--- src/rtl/itc_defines.vh ---
// constants for the reference trim and oscillator range configuration block
`ifndef ITC_DEFINES_VH
`define ITC_DEFINES_VH

// ----------------------------------------
// register indices, byte address = 4 * index
// ----------------------------------------
`define ITC_IDX_SLOW_TRIM     8'h02
`define ITC_IDX_RANGE_TRIM    8'h03
`define ITC_IDX_SYNC_STAT     8'h07
`define ITC_ADDR_SLOW_TRIM    8'h08
`define ITC_ADDR_RANGE_TRIM   8'h0C
`define ITC_ADDR_SYNC_STAT    8'h1C

// ----------------------------------------
// field positions of the range and fast trim register
// ----------------------------------------
`define ITC_NARROW_BIT        7
`define ITC_RANGE_HI          6
`define ITC_RANGE_LO          5
`define ITC_FAST_HI           4
`define ITC_FAST_LO           1
`define ITC_SFINE_BIT         0

// ----------------------------------------
// reset values of the fields that have a fixed one
// ----------------------------------------
`define ITC_RANGE_RESET       2'h0
`define ITC_NARROW_RESET      1'h0

// ----------------------------------------
// range codes
// ----------------------------------------
`define ITC_RANGE_LOW         2'h0
`define ITC_RANGE_MID         2'h1
`define ITC_RANGE_MIDHIGH     2'h2
`define ITC_RANGE_HIGH        2'h3

// ----------------------------------------
// multiplication factors, wide reference and 32.768 kHz narrowed
// ----------------------------------------
`define ITC_FACT_WIDE_0       12'h280
`define ITC_FACT_WIDE_1       12'h500
`define ITC_FACT_WIDE_2       12'h780
`define ITC_FACT_WIDE_3       12'hA00
`define ITC_FACT_NARROW_0     12'h2DC
`define ITC_FACT_NARROW_1     12'h5B8
`define ITC_FACT_NARROW_2     12'h895
`define ITC_FACT_NARROW_3     12'hB71

// ----------------------------------------
// timing and bus answers
// ----------------------------------------
`define ITC_SYNC_CYCLES       4
`define ITC_RESP_OKAY         2'h0
`define ITC_RESP_SLVERR       2'h2

`endif

--- src/rtl/itc_range_sync.v ---
// range select synchroniser and multiplication factor lookup
`timescale 1ns/1ns
`default_nettype none
`include "itc_defines.vh"

module itc_range_sync #(
	parameter SYNC_CYCLES = `ITC_SYNC_CYCLES
) (
	// clock and reset
	input  wire       i_clk_sys,
	input  wire       i_rst_n,
	// requested setting
	input  wire [1:0] i_range_select,
	input  wire       i_narrow_max_32k,
	// setting in effect
	output reg  [1:0] o_range_status,
	output reg        o_busy,
	output reg  [11:0] o_fll_factor
);

	reg [7:0] wait_cnt;

	// ----------------------------------------
	// delayed hand-over of a new range
	// ----------------------------------------
	// the status follows only after the count runs out
	always @(posedge i_clk_sys or negedge i_rst_n) begin
		if (!i_rst_n) begin
			o_range_status <= `ITC_RANGE_RESET;
			wait_cnt       <= 8'h00;
			o_busy         <= 1'b0;
		end else if (i_range_select != o_range_status) begin
			o_busy <= 1'b1;
			if (wait_cnt == SYNC_CYCLES[7:0] - 8'h01) begin
				o_range_status <= i_range_select;
				wait_cnt       <= 8'h00;
			end else begin
				wait_cnt <= wait_cnt + 8'h01;
			end
		end else begin
			wait_cnt <= 8'h00;
			o_busy   <= 1'b0;
		end
	end

	// ----------------------------------------
	// factor for the range in effect
	// ----------------------------------------
	// looked up from status, not select, so it never runs ahead
	always @(posedge i_clk_sys or negedge i_rst_n) begin
		if (!i_rst_n) begin
			o_fll_factor <= `ITC_FACT_WIDE_0;
		end else begin
			case ({i_narrow_max_32k, o_range_status})
				3'h0: o_fll_factor <= `ITC_FACT_WIDE_0;
				3'h1: o_fll_factor <= `ITC_FACT_WIDE_1;
				3'h2: o_fll_factor <= `ITC_FACT_WIDE_2;
				3'h3: o_fll_factor <= `ITC_FACT_WIDE_3;
				3'h4: o_fll_factor <= `ITC_FACT_NARROW_0;
				3'h5: o_fll_factor <= `ITC_FACT_NARROW_1;
				3'h6: o_fll_factor <= `ITC_FACT_NARROW_2;
				3'h7: o_fll_factor <= `ITC_FACT_NARROW_3;
				default: o_fll_factor <= `ITC_FACT_WIDE_0;
			endcase
		end
	end

endmodule
`default_nettype wire

--- src/rtl/itc_trim_cfg.v ---
// reference trim and oscillator range configuration, AXI4-Lite register slave
`timescale 1ns/1ns
`default_nettype none
`include "itc_defines.vh"

// ----------------------------------------
// register map, one aligned word each
// ----------------------------------------
// 0x08 slow coarse trim
//   [7:0] coarse trim, binary weighted
// 0x0C range and fast trim
//   [7]   narrow maximum for a 32.768 kHz reference
//   [6:5] write: range select, read: range in effect
//   [4:1] fast trim, binary weighted
//   [0]   slow fine trim
// 0x1C range status, read only
//   [0]   range change still in progress
// unmapped offsets answer with a slave error
// bits 31:8 read as zero and are dropped on write
// address bits 1:0 are ignored
// trim fields hold zero until the factory load

// ----------------------------------------
// bus timing seen by software
// ----------------------------------------
// read data stands from the edge that takes the address
// write response rises on the edge after the later half is taken
// next write is accepted on the edge after the response
// one write and one read may be open at the same time
// the bus stays closed on the first edge after reset release
// a write with strobe bit 0 clear is answered but changes nothing
// range status follows the select after SYNC_CYCLES edges
// the narrowing bit acts at once, only the range is handed over
// a select rewritten mid count is taken at the terminal count

// ----------------------------------------
// limitations
// ----------------------------------------
// factory inputs must be steady on the first edge after release;
// they are caught once and never watched again
// protection bits are accepted and ignored, no access filtering
// only byte lane 0 is honoured, other strobes are ignored
// with ADDR_W above 8 the upper address bits alias onto the map
// a range write with an unchanged code starts no count
// trims act on the oscillators at once, so software must not
// rely on any settling time from this block

module itc_trim_cfg #(
	parameter ADDR_W      = 8,
	parameter SYNC_CYCLES = `ITC_SYNC_CYCLES
) (
	// clock and reset
	input  wire              i_clk_sys,
	input  wire              i_rst_n,
	// factory trim values, caught at reset release
	input  wire [7:0]        i_factory_slow_coarse,
	input  wire              i_factory_slow_fine,
	input  wire [3:0]        i_factory_fast_trim,
	// axi write address channel
	input  wire [ADDR_W-1:0] i_s_axi_awaddr,
	input  wire [2:0]        i_s_axi_awprot,
	input  wire              i_s_axi_awvalid,
	output reg               o_s_axi_awready,
	// axi write data channel
	input  wire [31:0]       i_s_axi_wdata,
	input  wire [3:0]        i_s_axi_wstrb,
	input  wire              i_s_axi_wvalid,
	output reg               o_s_axi_wready,
	// axi write response channel
	output reg  [1:0]        o_s_axi_bresp,
	output reg               o_s_axi_bvalid,
	input  wire              i_s_axi_bready,
	// axi read address channel
	input  wire [ADDR_W-1:0] i_s_axi_araddr,
	input  wire [2:0]        i_s_axi_arprot,
	input  wire              i_s_axi_arvalid,
	output reg               o_s_axi_arready,
	// axi read data channel
	output reg  [31:0]       o_s_axi_rdata,
	output reg  [1:0]        o_s_axi_rresp,
	output reg               o_s_axi_rvalid,
	input  wire              i_s_axi_rready,
	// oscillator controls
	output reg  [7:0]        o_slow_coarse_trim,
	output reg               o_slow_fine_trim,
	output reg  [3:0]        o_fast_ref_trim,
	output reg  [1:0]        o_osc_range_select,
	output reg               o_narrow_max_32k,
	// range in effect and factor
	output wire [1:0]        o_osc_range_status,
	output wire              o_range_busy,
	output wire [11:0]       o_fll_factor
);

	// ----------------------------------------
	// declarations
	// ----------------------------------------
	// factory load gate
	reg              load_pending;

	// parked write halves
	reg              aw_held;
	reg [ADDR_W-1:0] aw_addr;
	reg              w_held;
	reg [31:0]       w_data;
	reg [3:0]        w_strb;

	// next values of the handshake flops
	reg              next_aw_held;
	reg              next_w_held;
	reg              next_awready;
	reg              next_wready;
	reg              next_bvalid;
	reg              next_arready;
	reg              next_rvalid;

	// address decode results
	reg [31:0]       rd_word;
	reg              rd_hit;
	reg              wr_hit;

	// handshake strobes and indices
	wire             do_write;
	wire             aw_take;
	wire             w_take;
	wire             ar_take;
	wire [5:0]       wr_index;
	wire [5:0]       rd_index;
	wire [7:0]       range_reg_rd;

	// unused protection and upper write data bits, every access is treated alike
	wire             prot_unused;
	assign prot_unused = |{i_s_axi_awprot, i_s_axi_arprot, i_s_axi_wdata[31:8]};

	// ----------------------------------------
	// channel handshakes
	// ----------------------------------------
	// a channel moves on the edge where valid and ready meet
	assign aw_take  = i_s_axi_awvalid & o_s_axi_awready;
	assign w_take   = i_s_axi_wvalid & o_s_axi_wready;
	assign ar_take  = i_s_axi_arvalid & o_s_axi_arready;
	// write commits once both halves are held and no response is pending
	assign do_write = aw_held & w_held & ~o_s_axi_bvalid;
	assign wr_index = aw_addr[7:2];
	assign rd_index = i_s_axi_araddr[7:2];

	// ----------------------------------------
	// write channel sequencing
	// ----------------------------------------
	// address and data may come in either order or together
	always @* begin
		next_aw_held = aw_held;
		next_w_held  = w_held;
		next_bvalid  = o_s_axi_bvalid;
		if (aw_take) begin
			next_aw_held = 1'b1;
		end
		if (w_take) begin
			next_w_held = 1'b1;
		end
		// commit frees both halves and raises the response
		if (do_write) begin
			next_aw_held = 1'b0;
			next_w_held  = 1'b0;
			next_bvalid  = 1'b1;
		end
		// response leaves when the master takes it
		if (o_s_axi_bvalid & i_s_axi_bready) begin
			next_bvalid = 1'b0;
		end
		// no new write is taken until the response has gone
		next_awready = ~next_aw_held & ~next_bvalid & ~load_pending;
		next_wready  = ~next_w_held & ~next_bvalid & ~load_pending;
	end

	// write channel flops
	always @(posedge i_clk_sys or negedge i_rst_n) begin
		if (!i_rst_n) begin
			aw_held         <= 1'b0;
			w_held          <= 1'b0;
			aw_addr         <= {ADDR_W{1'b0}};
			w_data          <= 32'h00000000;
			w_strb          <= 4'h0;
			o_s_axi_awready <= 1'b0;
			o_s_axi_wready  <= 1'b0;
			o_s_axi_bvalid  <= 1'b0;
			o_s_axi_bresp   <= `ITC_RESP_OKAY;
		end else begin
			aw_held         <= next_aw_held;
			w_held          <= next_w_held;
			o_s_axi_awready <= next_awready;
			o_s_axi_wready  <= next_wready;
			o_s_axi_bvalid  <= next_bvalid;
			// halves are parked until both have arrived
			if (aw_take) begin
				aw_addr <= i_s_axi_awaddr;
			end
			if (w_take) begin
				w_data <= i_s_axi_wdata;
				w_strb <= i_s_axi_wstrb;
			end
			// the answer code is fixed at the commit
			if (do_write) begin
				o_s_axi_bresp <= wr_hit ? `ITC_RESP_OKAY : `ITC_RESP_SLVERR;
			end
		end
	end

	// ----------------------------------------
	// write address decode
	// ----------------------------------------
	// the status register is read only, so a write there is an error
	always @* begin
		case ({2'h0, wr_index})
			`ITC_IDX_SLOW_TRIM:  wr_hit = 1'b1;
			`ITC_IDX_RANGE_TRIM: wr_hit = 1'b1;
			default:             wr_hit = 1'b0;
		endcase
	end

	// ----------------------------------------
	// trim and range registers
	// ----------------------------------------
	// factory values are taken on the first edge after reset release;
	// the bus stays closed until then so software cannot race the load
	always @(posedge i_clk_sys or negedge i_rst_n) begin
		if (!i_rst_n) begin
			load_pending       <= 1'b1;
			o_slow_coarse_trim <= 8'h00;
			o_slow_fine_trim   <= 1'b0;
			o_fast_ref_trim    <= 4'h0;
			o_osc_range_select <= `ITC_RANGE_RESET;
			o_narrow_max_32k   <= `ITC_NARROW_RESET;
		end else if (load_pending) begin
			// one-shot capture of the factory trims
			load_pending       <= 1'b0;
			o_slow_coarse_trim <= i_factory_slow_coarse;
			o_slow_fine_trim   <= i_factory_slow_fine;
			o_fast_ref_trim    <= i_factory_fast_trim;
		end else if (do_write && w_strb[0]) begin
			// only byte lane 0 carries these eight-bit registers
			if ({2'h0, wr_index} == `ITC_IDX_SLOW_TRIM) begin
				o_slow_coarse_trim <= w_data[7:0];
			end
			// all four fields of the range word land together
			if ({2'h0, wr_index} == `ITC_IDX_RANGE_TRIM) begin
				o_narrow_max_32k   <= w_data[`ITC_NARROW_BIT];
				o_osc_range_select <= w_data[`ITC_RANGE_HI:`ITC_RANGE_LO];
				o_fast_ref_trim    <= w_data[`ITC_FAST_HI:`ITC_FAST_LO];
				o_slow_fine_trim   <= w_data[`ITC_SFINE_BIT];
			end
		end
	end

	// ----------------------------------------
	// range synchronisation and factor
	// ----------------------------------------
	// range handover lives in its own small module
	itc_range_sync #(
		.SYNC_CYCLES (SYNC_CYCLES)
	) u_range_sync (
		.i_clk_sys        (i_clk_sys),
		.i_rst_n          (i_rst_n),
		.i_range_select   (o_osc_range_select),
		.i_narrow_max_32k (o_narrow_max_32k),
		.o_range_status   (o_osc_range_status),
		.o_busy           (o_range_busy),
		.o_fll_factor     (o_fll_factor)
	);

	// ----------------------------------------
	// read data decode
	// ----------------------------------------
	// range field reads the status, never the value just written
	assign range_reg_rd = {o_narrow_max_32k, o_osc_range_status, o_fast_ref_trim, o_slow_fine_trim};

	always @* begin
		rd_word = 32'h00000000;
		rd_hit  = 1'b1;
		// every unmapped index reads zero with an error
		case ({2'h0, rd_index})
			`ITC_IDX_SLOW_TRIM: begin
				rd_word[7:0] = o_slow_coarse_trim;
			end
			`ITC_IDX_RANGE_TRIM: begin
				rd_word[7:0] = range_reg_rd;
			end
			`ITC_IDX_SYNC_STAT: begin
				rd_word[0] = o_range_busy;
			end
			default: begin
				rd_hit = 1'b0;
			end
		endcase
	end

	// ----------------------------------------
	// read channel sequencing
	// ----------------------------------------
	// rvalid stands until the master takes it
	always @* begin
		next_rvalid = o_s_axi_rvalid;
		if (ar_take) begin
			next_rvalid = 1'b1;
		end else if (o_s_axi_rvalid & i_s_axi_rready) begin
			next_rvalid = 1'b0;
		end
		// one read in flight; address is refused while data waits
		next_arready = ~next_rvalid & ~load_pending;
	end

	// read channel flops
	always @(posedge i_clk_sys or negedge i_rst_n) begin
		if (!i_rst_n) begin
			o_s_axi_arready <= 1'b0;
			o_s_axi_rvalid  <= 1'b0;
			o_s_axi_rdata   <= 32'h00000000;
			o_s_axi_rresp   <= `ITC_RESP_OKAY;
		end else begin
			o_s_axi_arready <= next_arready;
			o_s_axi_rvalid  <= next_rvalid;
			// data and code are frozen until rready
			if (ar_take) begin
				o_s_axi_rdata <= rd_word;
				o_s_axi_rresp <= rd_hit ? `ITC_RESP_OKAY : `ITC_RESP_SLVERR;
			end
		end
	end

endmodule
`default_nettype wire

--- config.mk ---
export PLATFORM = sky130hd
export DESIGN_NAME = itc_trim_cfg
export DESIGN_NICKNAME = d
export VERILOG_FILES = /design/src/rtl/itc_range_sync.v /design/src/rtl/itc_trim_cfg.v
export VERILOG_INCLUDE_DIRS = /design/src /design/src/rtl
export SDC_FILE = /design/constraint.sdc
export NUM_CORES = 1
export LEC_CHECK = 0
export CAP_MARGIN = 20
export CORE_MARGIN = 1.5
export CORE_UTILIZATION = 45
export DETAILED_ROUTE_END_ITERATION = 12
export DONT_BUFFER_PORTS = 1
export MAX_ROUTING_LAYER = met4
export PLACE_DENSITY_LB_ADDON = 0.2
export SYNTH_ARGS = -nofsm -noshare
export SYNTH_HDL_FRONTEND = slang
export SYNTH_SLANG_ARGS = --single-unit
--- constraint.sdc ---
create_clock -name i_clk_sys -period 2.2 [get_ports i_clk_sys]
set_input_delay 0.44 -clock i_clk_sys [delete_from_list [all_inputs] [get_ports i_clk_sys]]
set_output_delay 0.44 -clock i_clk_sys [all_outputs]
set_load 0.05 [all_outputs]
# ---- Word-level counts from Yosys, hierarchy flattened
# Memories as Yosys holds them, arrays and structs flattened. A register that Yosys moved wholly into a read port is not among the register bits.
# Index checks and enable logic that the tools add are counted.
dict set report classes {
  addsub 1
  eq_ne 7
  n_reduce_logical 11
  bitwise 18
  n_mux 26
}
# operator n
set ops {}
lappend ops {{2-to-1 mux 8 bit} 5}
lappend ops {{== test 6 x 2 -> 1 bit, second input constant} 4}
lappend ops {{2-to-1 mux 1 bit} 14}
lappend ops {{one-hot mux 7 bit (2 select lines)} 1}
lappend ops {{AND 1 bit} 12}
lappend ops {{2-to-1 mux 4 bit} 3}
lappend ops {{adder 8 x 1 -> 8 bit, second input constant} 1}
lappend ops {{== test 8 x 2 -> 1 bit, second input constant} 1}
lappend ops {{== test 6 x 3 -> 1 bit, second input constant} 1}
lappend ops {{inverter 1 bit} 6}
lappend ops {{AND reduction 2 bit} 3}
lappend ops {{nonzero test 2 bit} 3}
lappend ops {{2-to-1 mux 2 bit} 2}
lappend ops {{one-hot mux 1 bit (3 select lines)} 1}
lappend ops {{AND reduction 3 bit} 1}
lappend ops {{OR reduction 3 bit} 1}
lappend ops {{!= test 2 bit} 1}
lappend ops {{OR reduction 2 bit} 1}
lappend ops {{logical AND 1 bit} 1}
lappend ops {{zero test 1 bit} 1}
dict set report totals {
  n_memories 1
  rom_bits 88
  output_inout_bits 72
  register_bits 76
  wordCells 87
  in_bits 78
}
# name depth word_bits read_ports rd_clocked_by_memory_dff wr line
set mem_list {}
lappend mem_list {{(no name shown)} 8 11 1 1 0 itc_range_sync.v:54} ;# case ({i_narrow_max_32k, o_range_status})

# ---- Logic depth before layout (Yosys ltp)
# Gate-level depths: netlist of the first run.
dict set report depth {
  ltp_word 7
  ltp_mapped 6
  ltp_nobuf 5
}

# ---- Hierarchy
# From an unflattened synthesis of the first run, not the netlist that was laid out.
dict set report unflattened {
  cells_unflattened 264
  area_unflattened_um2 3259.4
}
# module n_inst cells_per_inst seq_area_each_um2 area_per_inst_um2
set by_module_without_submodules {}
lappend by_module_without_submodules {itc_trim_cfg 1 189 1227.4 2347.3}
lappend by_module_without_submodules {itc_range_sync 1 75 553.0 912.1}

# ---- Least setup slack after synthesis of the first run
# No wires, ideal clock.
dict set report synth_path {
  path_type {flip-flop to flip-flop}
  startpoint {register o_s_axi_bvalid}
  endpoint {register o_slow_coarse_trim[5]}
  stages_incl_launch_ff 7
  required_ns 2.074
  period_less_slack_ns 1.706
  arrival_time_ns 1.580
  slack_ns 0.494
  path_buffers 2
  setup_time_ns 0.126
  cell_sequence {dfrtp_1 -> and3b_1 -> clkbuf_2 -> and4_1 -> buf_4 -> nor3b_1 -> a221o_1}
}
dict set report synth_between {
  elab_chain_len 5
}
# element line
set synth_rtl {}
lappend synth_rtl {{from (decl)} itc_trim_cfg.v:71} ;# output reg o_s_axi_bvalid,
lappend synth_rtl {{from (signal assigned)} itc_trim_cfg.v:193} ;# o_s_axi_bvalid <= next_bvalid;
lappend synth_rtl {{inverter 1 bit} itc_trim_cfg.v:143} ;# assign do_write = aw_held & w_held & ~o_s_axi_bvalid;
lappend synth_rtl {{AND 1 bit} itc_trim_cfg.v:143}
lappend synth_rtl {{logical AND 1 bit} itc_trim_cfg.v:240} ;# end else if (do_write && w_strb[0]) begin
lappend synth_rtl {{nonzero test 2 bit (no line)} -}
lappend synth_rtl {{AND reduction 2 bit (no line)} -}
lappend synth_rtl {{to (signal assigned)} itc_trim_cfg.v:237} ;# o_slow_coarse_trim <= i_factory_slow_coarse;
lappend synth_rtl {{to (signal assigned)} itc_trim_cfg.v:243} ;# o_slow_coarse_trim <= w_data[7:0];
lappend synth_rtl {{to (decl)} itc_trim_cfg.v:84} ;# output reg [7:0] o_slow_coarse_trim,
# Every way passes these cells.
# A chain may end at the register's enable or synchronous reset.

# ---- Final worst setup path of the first run
dict set report layout_path {
  startpoint {register aw_addr[5]}
  endpoint {register o_slow_coarse_trim[6]}
}
dict set report layout_between {
  elab_chain_len 3
}
# element line
set layout_rtl {}
lappend layout_rtl {{from (decl)} itc_trim_cfg.v:103} ;# reg [ADDR_W-1:0] aw_addr;
lappend layout_rtl {{from (signal assigned)} itc_trim_cfg.v:181} ;# aw_addr <= {ADDR_W{1'b0}};
lappend layout_rtl {{from (signal assigned)} itc_trim_cfg.v:196} ;# aw_addr <= i_s_axi_awaddr;
lappend layout_rtl {{== test 6 x 2 -> 1 bit} -}
lappend layout_rtl {{nonzero test 2 bit (no line)} -}
lappend layout_rtl {{AND reduction 2 bit (no line)} -}
# Every way passes these cells.

==> results of run 1 <==
[state kept, by name, summed over array words and instances, names as in the netlist, 2 cells and up]
| register | count |
|---|---|
| o_s_axi_rdata | 8 |
| o_fast_ref_trim | 4 |
| o_slow_coarse_trim | 8 |
| w_data | 8 |
| u_range_sync.wait_cnt | 8 |
| o_osc_range_select | 2 |
| u_range_sync.o_fll_factor | 11 |
| aw_addr | 6 |
| u_range_sync.o_range_status | 2 |
[routing by layer]
layer / wire, um / vias to the layer above / GRT usage, %
li1: - / 886 / -
met1: 2660 / 926 / 23.2
met2: 2990 / 57 / 26.6
met3: 409 / 6 / 5.78
met4: 62 / 0 / 6.93
met5: 0 / - / -
[stage by stage]
stage / hold slack (ns) / worst slack, ns / area (sq um)
after CTS: 0.227 / 0.442 / 3450
after detailed placement: 0.146 / 0.456 / 3210
after global routing: 0.216 / 0.303 / 3450
final: 0.242 / 0.428 / 3450
after global placement: 0.146 / 0.469 / 3210
after floorplan: 0.144 / 0.494 / 3290
[placed cells by master (no fill, tap or decap), drive strengths merged, types with 4 or more instances in the layout]
| cell type | synthesis | final |
|---|---|---|
| xnor2 | 4 | 4 |
| and2 | 4 | 4 |
| nor2 | 20 | 20 |
| a21oi | 11 | 11 |
| ha | 5 | 5 |
| mux2i | 15 | 15 |
| nand2 | 16 | 16 |
| a221o | 7 | 7 |
| buf | 31 | 7 |
| dfrtp | 68 | 68 |
| o21ai | 10 | 10 |
| conb | 1 | 28 |
| clkbuf | 5 | 10 |
| mux2 | 21 | 21 |
| nor3b | 11 | 11 |
| nor2b | 4 | 4 |
| inv | 6 | 6 |
[critical path: cells and delay by family (launching register included)]
kind / cells / cell delay, ns
AO/OA/AOI/OAI: 1 / 0.25
AND/OR/NAND/NOR: 3 / 1.06
flip-flops: 1 / 0.41
[how the worst max path moves through the flow]
| stage | from | to | slack (ns) | cells after the start |
|---|---|---|---|---|
| floorplan | o_s_axi_bvalid | o_slow_coarse_trim[5] | 0.49 | 6 |
| global placement | o_s_axi_bvalid | o_slow_coarse_trim[2] | 0.47 | 5 |
| detailed placement | o_s_axi_bvalid | o_slow_coarse_trim[0] | 0.46 | 5 |
| CTS | o_s_axi_bvalid | o_slow_coarse_trim[4] | 0.44 | 5 |
| global route | aw_addr[5] | o_slow_coarse_trim[0] | 0.30 | 4 |
| finish | aw_addr[5] | o_slow_coarse_trim[6] | 0.43 | 4 |
[cell type report]
class / count / area, sq um
well taps: 96 / 120
fillers: 616 / 3380
flip-flops and latches: 71 / 1780
multi-input cells: 181 / 1240
inverters: 6 / 22.5
clock inverters: 6 / 70.1
repair buffers: 8 / 82.6
clock buffers: 10 / 138
[power by group]
group | total, W | leakage [nW] | switching, W | internal (W)
Sequential | 0.00205 | 0.906 | 0.000498 | 0.00155
Clock | 0.00106 | 0.0947 | 0.000500 | 0.000558
Combinational | 0.000584 | 0.608 | 0.000321 | 0.000263
Total | 0.00369 | 1.61 | 0.00132 | 0.00237
[cells by family (layout without fill, tap and decap cells)]
logic type                 after synthesis  after routing  synth area share [%]
and+or+nand+nor                         74             74                  13.3
DFF                                     71             71                  55.9
buffers and inverters                   42             30                  8.41
muxes                                   36             36                  12.1
AOI/OAI and AO/OA                       31             31                  6.21
xor gates and xnor gates                 7              7                  1.93
adders and majority gates                5              5                  1.96
other                                    1             28                 0.118
==> metrics.md, run 1 <==
| Metric | Value |
|---|---|
| Routability cong. | 0.820 |
| Critical path data arrival time | 2.04 ns |
| Clk_lat worst skew | 0.33 ns |
| WS Path Type | flop to flop |
| Crit path cell chain | nor4_4, nand4b_1, nor2_1, a221o_1 |
| Leakage power | 1.61 nW |
| Fin crit period | 1.77 ns |
| Residual DRC | 0 |
| H-tree Lvls | 3 |
| R2R depth | 4 |
| Via count | 1,875 |
| TritonCTS buffer count | 9 |
| Overall routing resource usage | 18.0% |
| WHS Path Cells | 1 |
| Synth cell types | 39 |
| Required time of the critical path | 2.47 ns |
| Hold Path Class | primary input to flop |
| Initial antenna violation count | 0 |
| Synth top cells by count | 68 x dfrtp_1, 28 x buf_4, 21 x mux2_2 |
| CP max-delay cell | nor2_1 |
| Vias in the first global route | 1,870 |
| Post-CTS Resized | 0 |
| Core ar. | 6830 sq um |
| Dpl hpwl | 4.30 mm |
| Skew final | 0.00982 ns |
| Diode count | 0 |
| Post-Route WL | 6.12 mm |
| Largest net degree at the start of global routing | 72 |
| Mean Syn Cell Area | 11.9 sq um |
| Status | completed |
| First-pass iteration count of the detailed router | 4 |
| Max Clk Rate | 0.564 GHz |
| Share of cells above drive strength 1 | 18.1% |
| Share of the synthesized area in the top cell type | 53.4% |
| Crit Path Max Fanout | 7 |
| # Max-Cap Violations | 0 |
| Crit path capture type | flop |
| RSZ-0062 raised after global routing | no |
| Register bit count reported by yosys | 71 |
| Post-CTS setup buffers | 0 |
| Die width | 87.1 um |
| Clk root buf | clkbuf_8 |
| EDFF count, synth | 0 |
| Post-Syn Area | 3180 sq um |
| Worst-path clk slew | 0.08 ns |
| CP Launch Type | flop |
| Reg2reg start | aw_addr[5] |
| Hold Startpoint | i_factory_slow_coarse[7] |
| CTS sink cnt | 71 |
| Area Growth Syn to Fin | 8.37% |
| Final Util | 50.5% |
| Slew headroom | 45.1% |
| Sequential share of the synthesized area | 55.9% |
| Routed WL per cell | 16.2 um |
| First-pass GRT wire length | 9.84 mm |
| # nets final | 360 |
| Crit Reg-Reg Endpoint | o_slow_coarse_trim[6] |
| PwrDens | 1070 nW/um^2 |
| Syn Inst Count | 267 |
| Die area | 7590 sq um |
| PortBufs | 0 |
| Clock tree buffer depth | 2 |
| Worst-Margin Slew | 0.824 ns |
| Worst R2R Setup Slack | 0.43 ns |
| Fraction of registers with async set/reset | 100% |
| CTS hold repair buffers | 2 |
| Setup TNS | 0 ns |
| Max incr delay on CP | 0.52 ns |
| Hold EP | o_slow_coarse_trim[7] |
| Via density | 4.96 |
| Synth area leader | dfrtp_1 |
| Placed Cells | 360 |
| Maximum vdd drop | 0.768 mV |
| CTS tree | yes |
| Final worst-path cycle share | 80.6% |
| Grt total ovfl | 0 |
| IO Count | 150 |
| Antenna-violating nets left | 0 |
| Overall die height | 87.1 um |
| Post-synth top flop | dfrtp_1 |
| Initial Utilization | 46.6% |
| Final hold violation count | 0 |
| # rows | 30 |
| Most common cell in the netlist | dfrtp_1 |
| Cell Count, Final, Fillers Out | 378 |
| Iteration-0 DRC Markers | 80 |
| Tot Pwr | 0.00369 W |
| YS warnings | 0 |
| Top cells by area, synth | dfrtp_1 53%, mux2_2 7.4%, buf_4 6.6% |
| Slew Viols, Final | 0 |
| Final setup vio count | 0 |
No activity file was read; power rests on OpenSTA's default activity.
==> run 2: changes to the inputs <==
Clock period 2.2 ns to 1.5 ns, I/O delays scaled along.
==> metrics.md, run 2 (synthesis results as in run 1) <==
| Metric | Value |
|---|---|
| Status | complete, but fails checks (was completed) |
| Failing checks | hold timing, setup timing |
| Setup ws final | -0.0528 ns (was 0.428 ns) |
| H-tree Lvls | 3 (unchanged) |
| Final setup vio count | 7 (was 0) |
| Overall die height | 87.1 um (unchanged) |
| Antenna-violating nets left | 0 (unchanged) |
| Commonest cells after routing, fill and taps aside | 66 x dfrtp_1, 34 x buf_4, 28 x conb_1, 20 x mux2_2, 18 x nor2_1 (was 68 x dfrtp_1, 28 x conb_1, 21 x mux2_2, 20 x nor2_1, 16 x nand2_1) |
| Grt total ovfl | 0 (unchanged) |
| # Max-Cap Violations | 0 (unchanged) |
| Max Clk Rate | 0.644 GHz (was 0.564 GHz) |
| Share of cells above drive strength 1 | 26.5% (was 18.1%) |
| Clk root buf | clkbuf_8 (unchanged) |
| Final hold violation count | 71 (was 0) |
| CTS tree | yes (unchanged) |
| Worst-Margin Slew | 0.523 ns (was 0.824 ns) |
| Die area | 7590 sq um (unchanged) |
| Buf/Inv on CP | 2 (was 0) |
| Overall routing resource usage | 18.0% (about the same) |
| Routed WL per cell | 15.2 um (was 16.2 um) |
| CTS sink cnt | 71 (unchanged) |
| PwrDens | 1570 nW/um^2 (was 1070 nW/um^2) |
| IO Count | 150 (unchanged) |
| Crit Path Max Fanout | 5 (was 7) |
| GR Util met2 | 26.7% (was 26.6%) |
| Worst-path clk slew | 0.07 ns (was 0.08 ns) |
| Setup TNS | -0.284 ns (was 0 ns) |
| GR Util met1 | 22.9% (was 23.2%) |
| Dpl hpwl | 4.47 mm (was 4.30 mm) |
| Critical path data arrival time | 1.83 ns (was 2.04 ns) |
| Skew final | 0.00661 ns (was 0.00982 ns) |
| First-pass iteration count of the detailed router | 4 (unchanged) |
| Crit path capture type | flop (unchanged) |
| Required time of the critical path | 1.78 ns (was 2.47 ns) |
| Final worst-path cycle share | 104% (was 80.6%) |
| Maximum vdd drop | 1.02 mV (was 0.768 mV) |
| Core ar. | 6830 sq um (unchanged) |
| TritonCTS buffer count | 9 (unchanged) |
| Largest net degree at the start of global routing | 72 (unchanged) |
| Max reg flops | 11 (unchanged) |
| # rows | 30 (unchanged) |
| Initial Utilization | 46.6% (unchanged) |
| Max incr delay on CP | 0.41 ns (was 0.52 ns) |
| Final Util | 54.0% (was 50.5%) |
| RSZ-0062 raised after global routing | yes (was no) |
| Clock tree buffer depth | 2 (unchanged) |
| Via count | 1,960 (was 1,875) |
| Most common cell after layout, fill and taps aside | dfrtp_1 (unchanged) |
| Area Growth Syn to Fin | 15.8% (was 8.37%) |
| Top reg by flops | u_range_sync.o_fll_factor (unchanged) |
| Hold_ws | -0.353 ns (was 0.242 ns) |
| Initial antenna violation count | 0 (unchanged) |
| Clk_lat worst skew | 0.34 ns (was 0.33 ns) |
| Residual DRC | 0 (unchanged) |
| Iteration-0 DRC Markers | 70 (was 80) |
| Diode count | 0 (unchanged) |
| Post-Route WL | 6.17 mm (was 6.12 mm) |
| M3 GR Usage | 5.97% (was 5.78%) |
| Routability cong. | 0.729 (was 0.820) |
| WS Path Type | flop to flop (unchanged) |
| CP max-delay cell | dfrtp_1 (was nor2_1) |
| Via density | 4.83 (was 4.96) |
| Crit path cell chain | nor4_4, buf_4, nand4b_1, nor2_2, buf_6, a221o_1 (was nor4_4, nand4b_1, nor2_1, a221o_1) |
| Hold Path Class | primary input to async pin (was primary input to flop) |
| Fin crit period | 1.55 ns (was 1.77 ns) |
| CP Launch Type | flop (unchanged) |
| Gr busiest metal | met2 (unchanged) |
| Fill count | 625 (was 616) |
| Worst path top cell family by delay | simple AND/OR/NAND/NOR gates (unchanged) |
| Vias in the first global route | 1,914 (was 1,870) |
| # nets final | 388 (was 360) |
| Slew headroom | 65.2% (was 45.1%) |
| Die width | 87.1 um (unchanged) |
| Slew Viols, Final | 0 (unchanged) |
| Leakage power | 1.77 nW (was 1.61 nW) |
| First-pass GRT wire length | 9.92 mm (was 9.84 mm) |
| PortBufs | 0 (unchanged) |
-- run 2: worst paths after layout --
check / startpoint / to / slack (ns) / cells past startpoint
worst min register to register: u_range_sync.wait_cnt[0] / u_range_sync.wait_cnt[0] / 0.46 / 1
worst min-delay path: i_rst_n / u_range_sync.o_fll_factor[5] / -0.35 / 0
max in group asynchronous: i_rst_n / load_pending / 1.65 / 0
worst max register to register: aw_addr[5] / o_slow_coarse_trim[1] / -0.05 / 6
worst max-delay path: aw_addr[5] / o_slow_coarse_trim[1] / -0.05 / 6
min in group i_clk_sys: i_factory_slow_coarse[7] / o_slow_coarse_trim[7] / 0.09 / 1
-- run 2: routing by layer --
layer / vias up / share of wire (%)
li1: 943 / -
met1: 954 / 43
met2: 56 / 49
met3: 7 / 6.7
met4: 0 / 1.5
met5: - / 0
-- run 2: area by class of cell --
cell class,count,area [sq um],area share (%)
flip-flops and latches,71,1780,48.4
multi-input cells,181,1250,33.8
repair buffers,36,278,7.53
clock buffers,11,131,3.56
well taps,96,120,3.26
clock inverters,5,106,2.88
inverters,6,22.5,0.611
-- run 2: metrics by stage --
step / std cells / cell area, sq um / total power, W / setup slack, ns / hold slack (ns)
after detailed placement: 387 / 3410 / 0.00400 / -0.0591 / 0.00604
after CTS: 405 / 3670 / 0.00584 / -0.0611 / -0.376
after global placement: 387 / 3410 / 0.00396 / -0.0715 / 0.00597
after global routing: 406 / 3690 / 0.00611 / -0.148 / -0.381
after floorplan: 294 / 3290 / 0.00373 / -0.108 / 0.00441
final: 406 / 3690 / 0.00580 / -0.0528 / -0.353
-- run 2: where the power goes --
group | total [W] | internal (W) | leakage, nW | switching, W
registers | 0.00276 | 0.00228 | 0.903 | 0.000480
logic | 0.00122 | 0.000511 | 0.749 | 0.000711
clock network | 0.00181 | 0.00111 | 0.114 | 0.000701
-- run 2: timing repair --
item	CTS	global route
setup endpoints to repair	17	16
pin swaps	3	5
buffers inserted	2	2
gates resized for setup	4	2
endpoints found under the hold margin	71	71
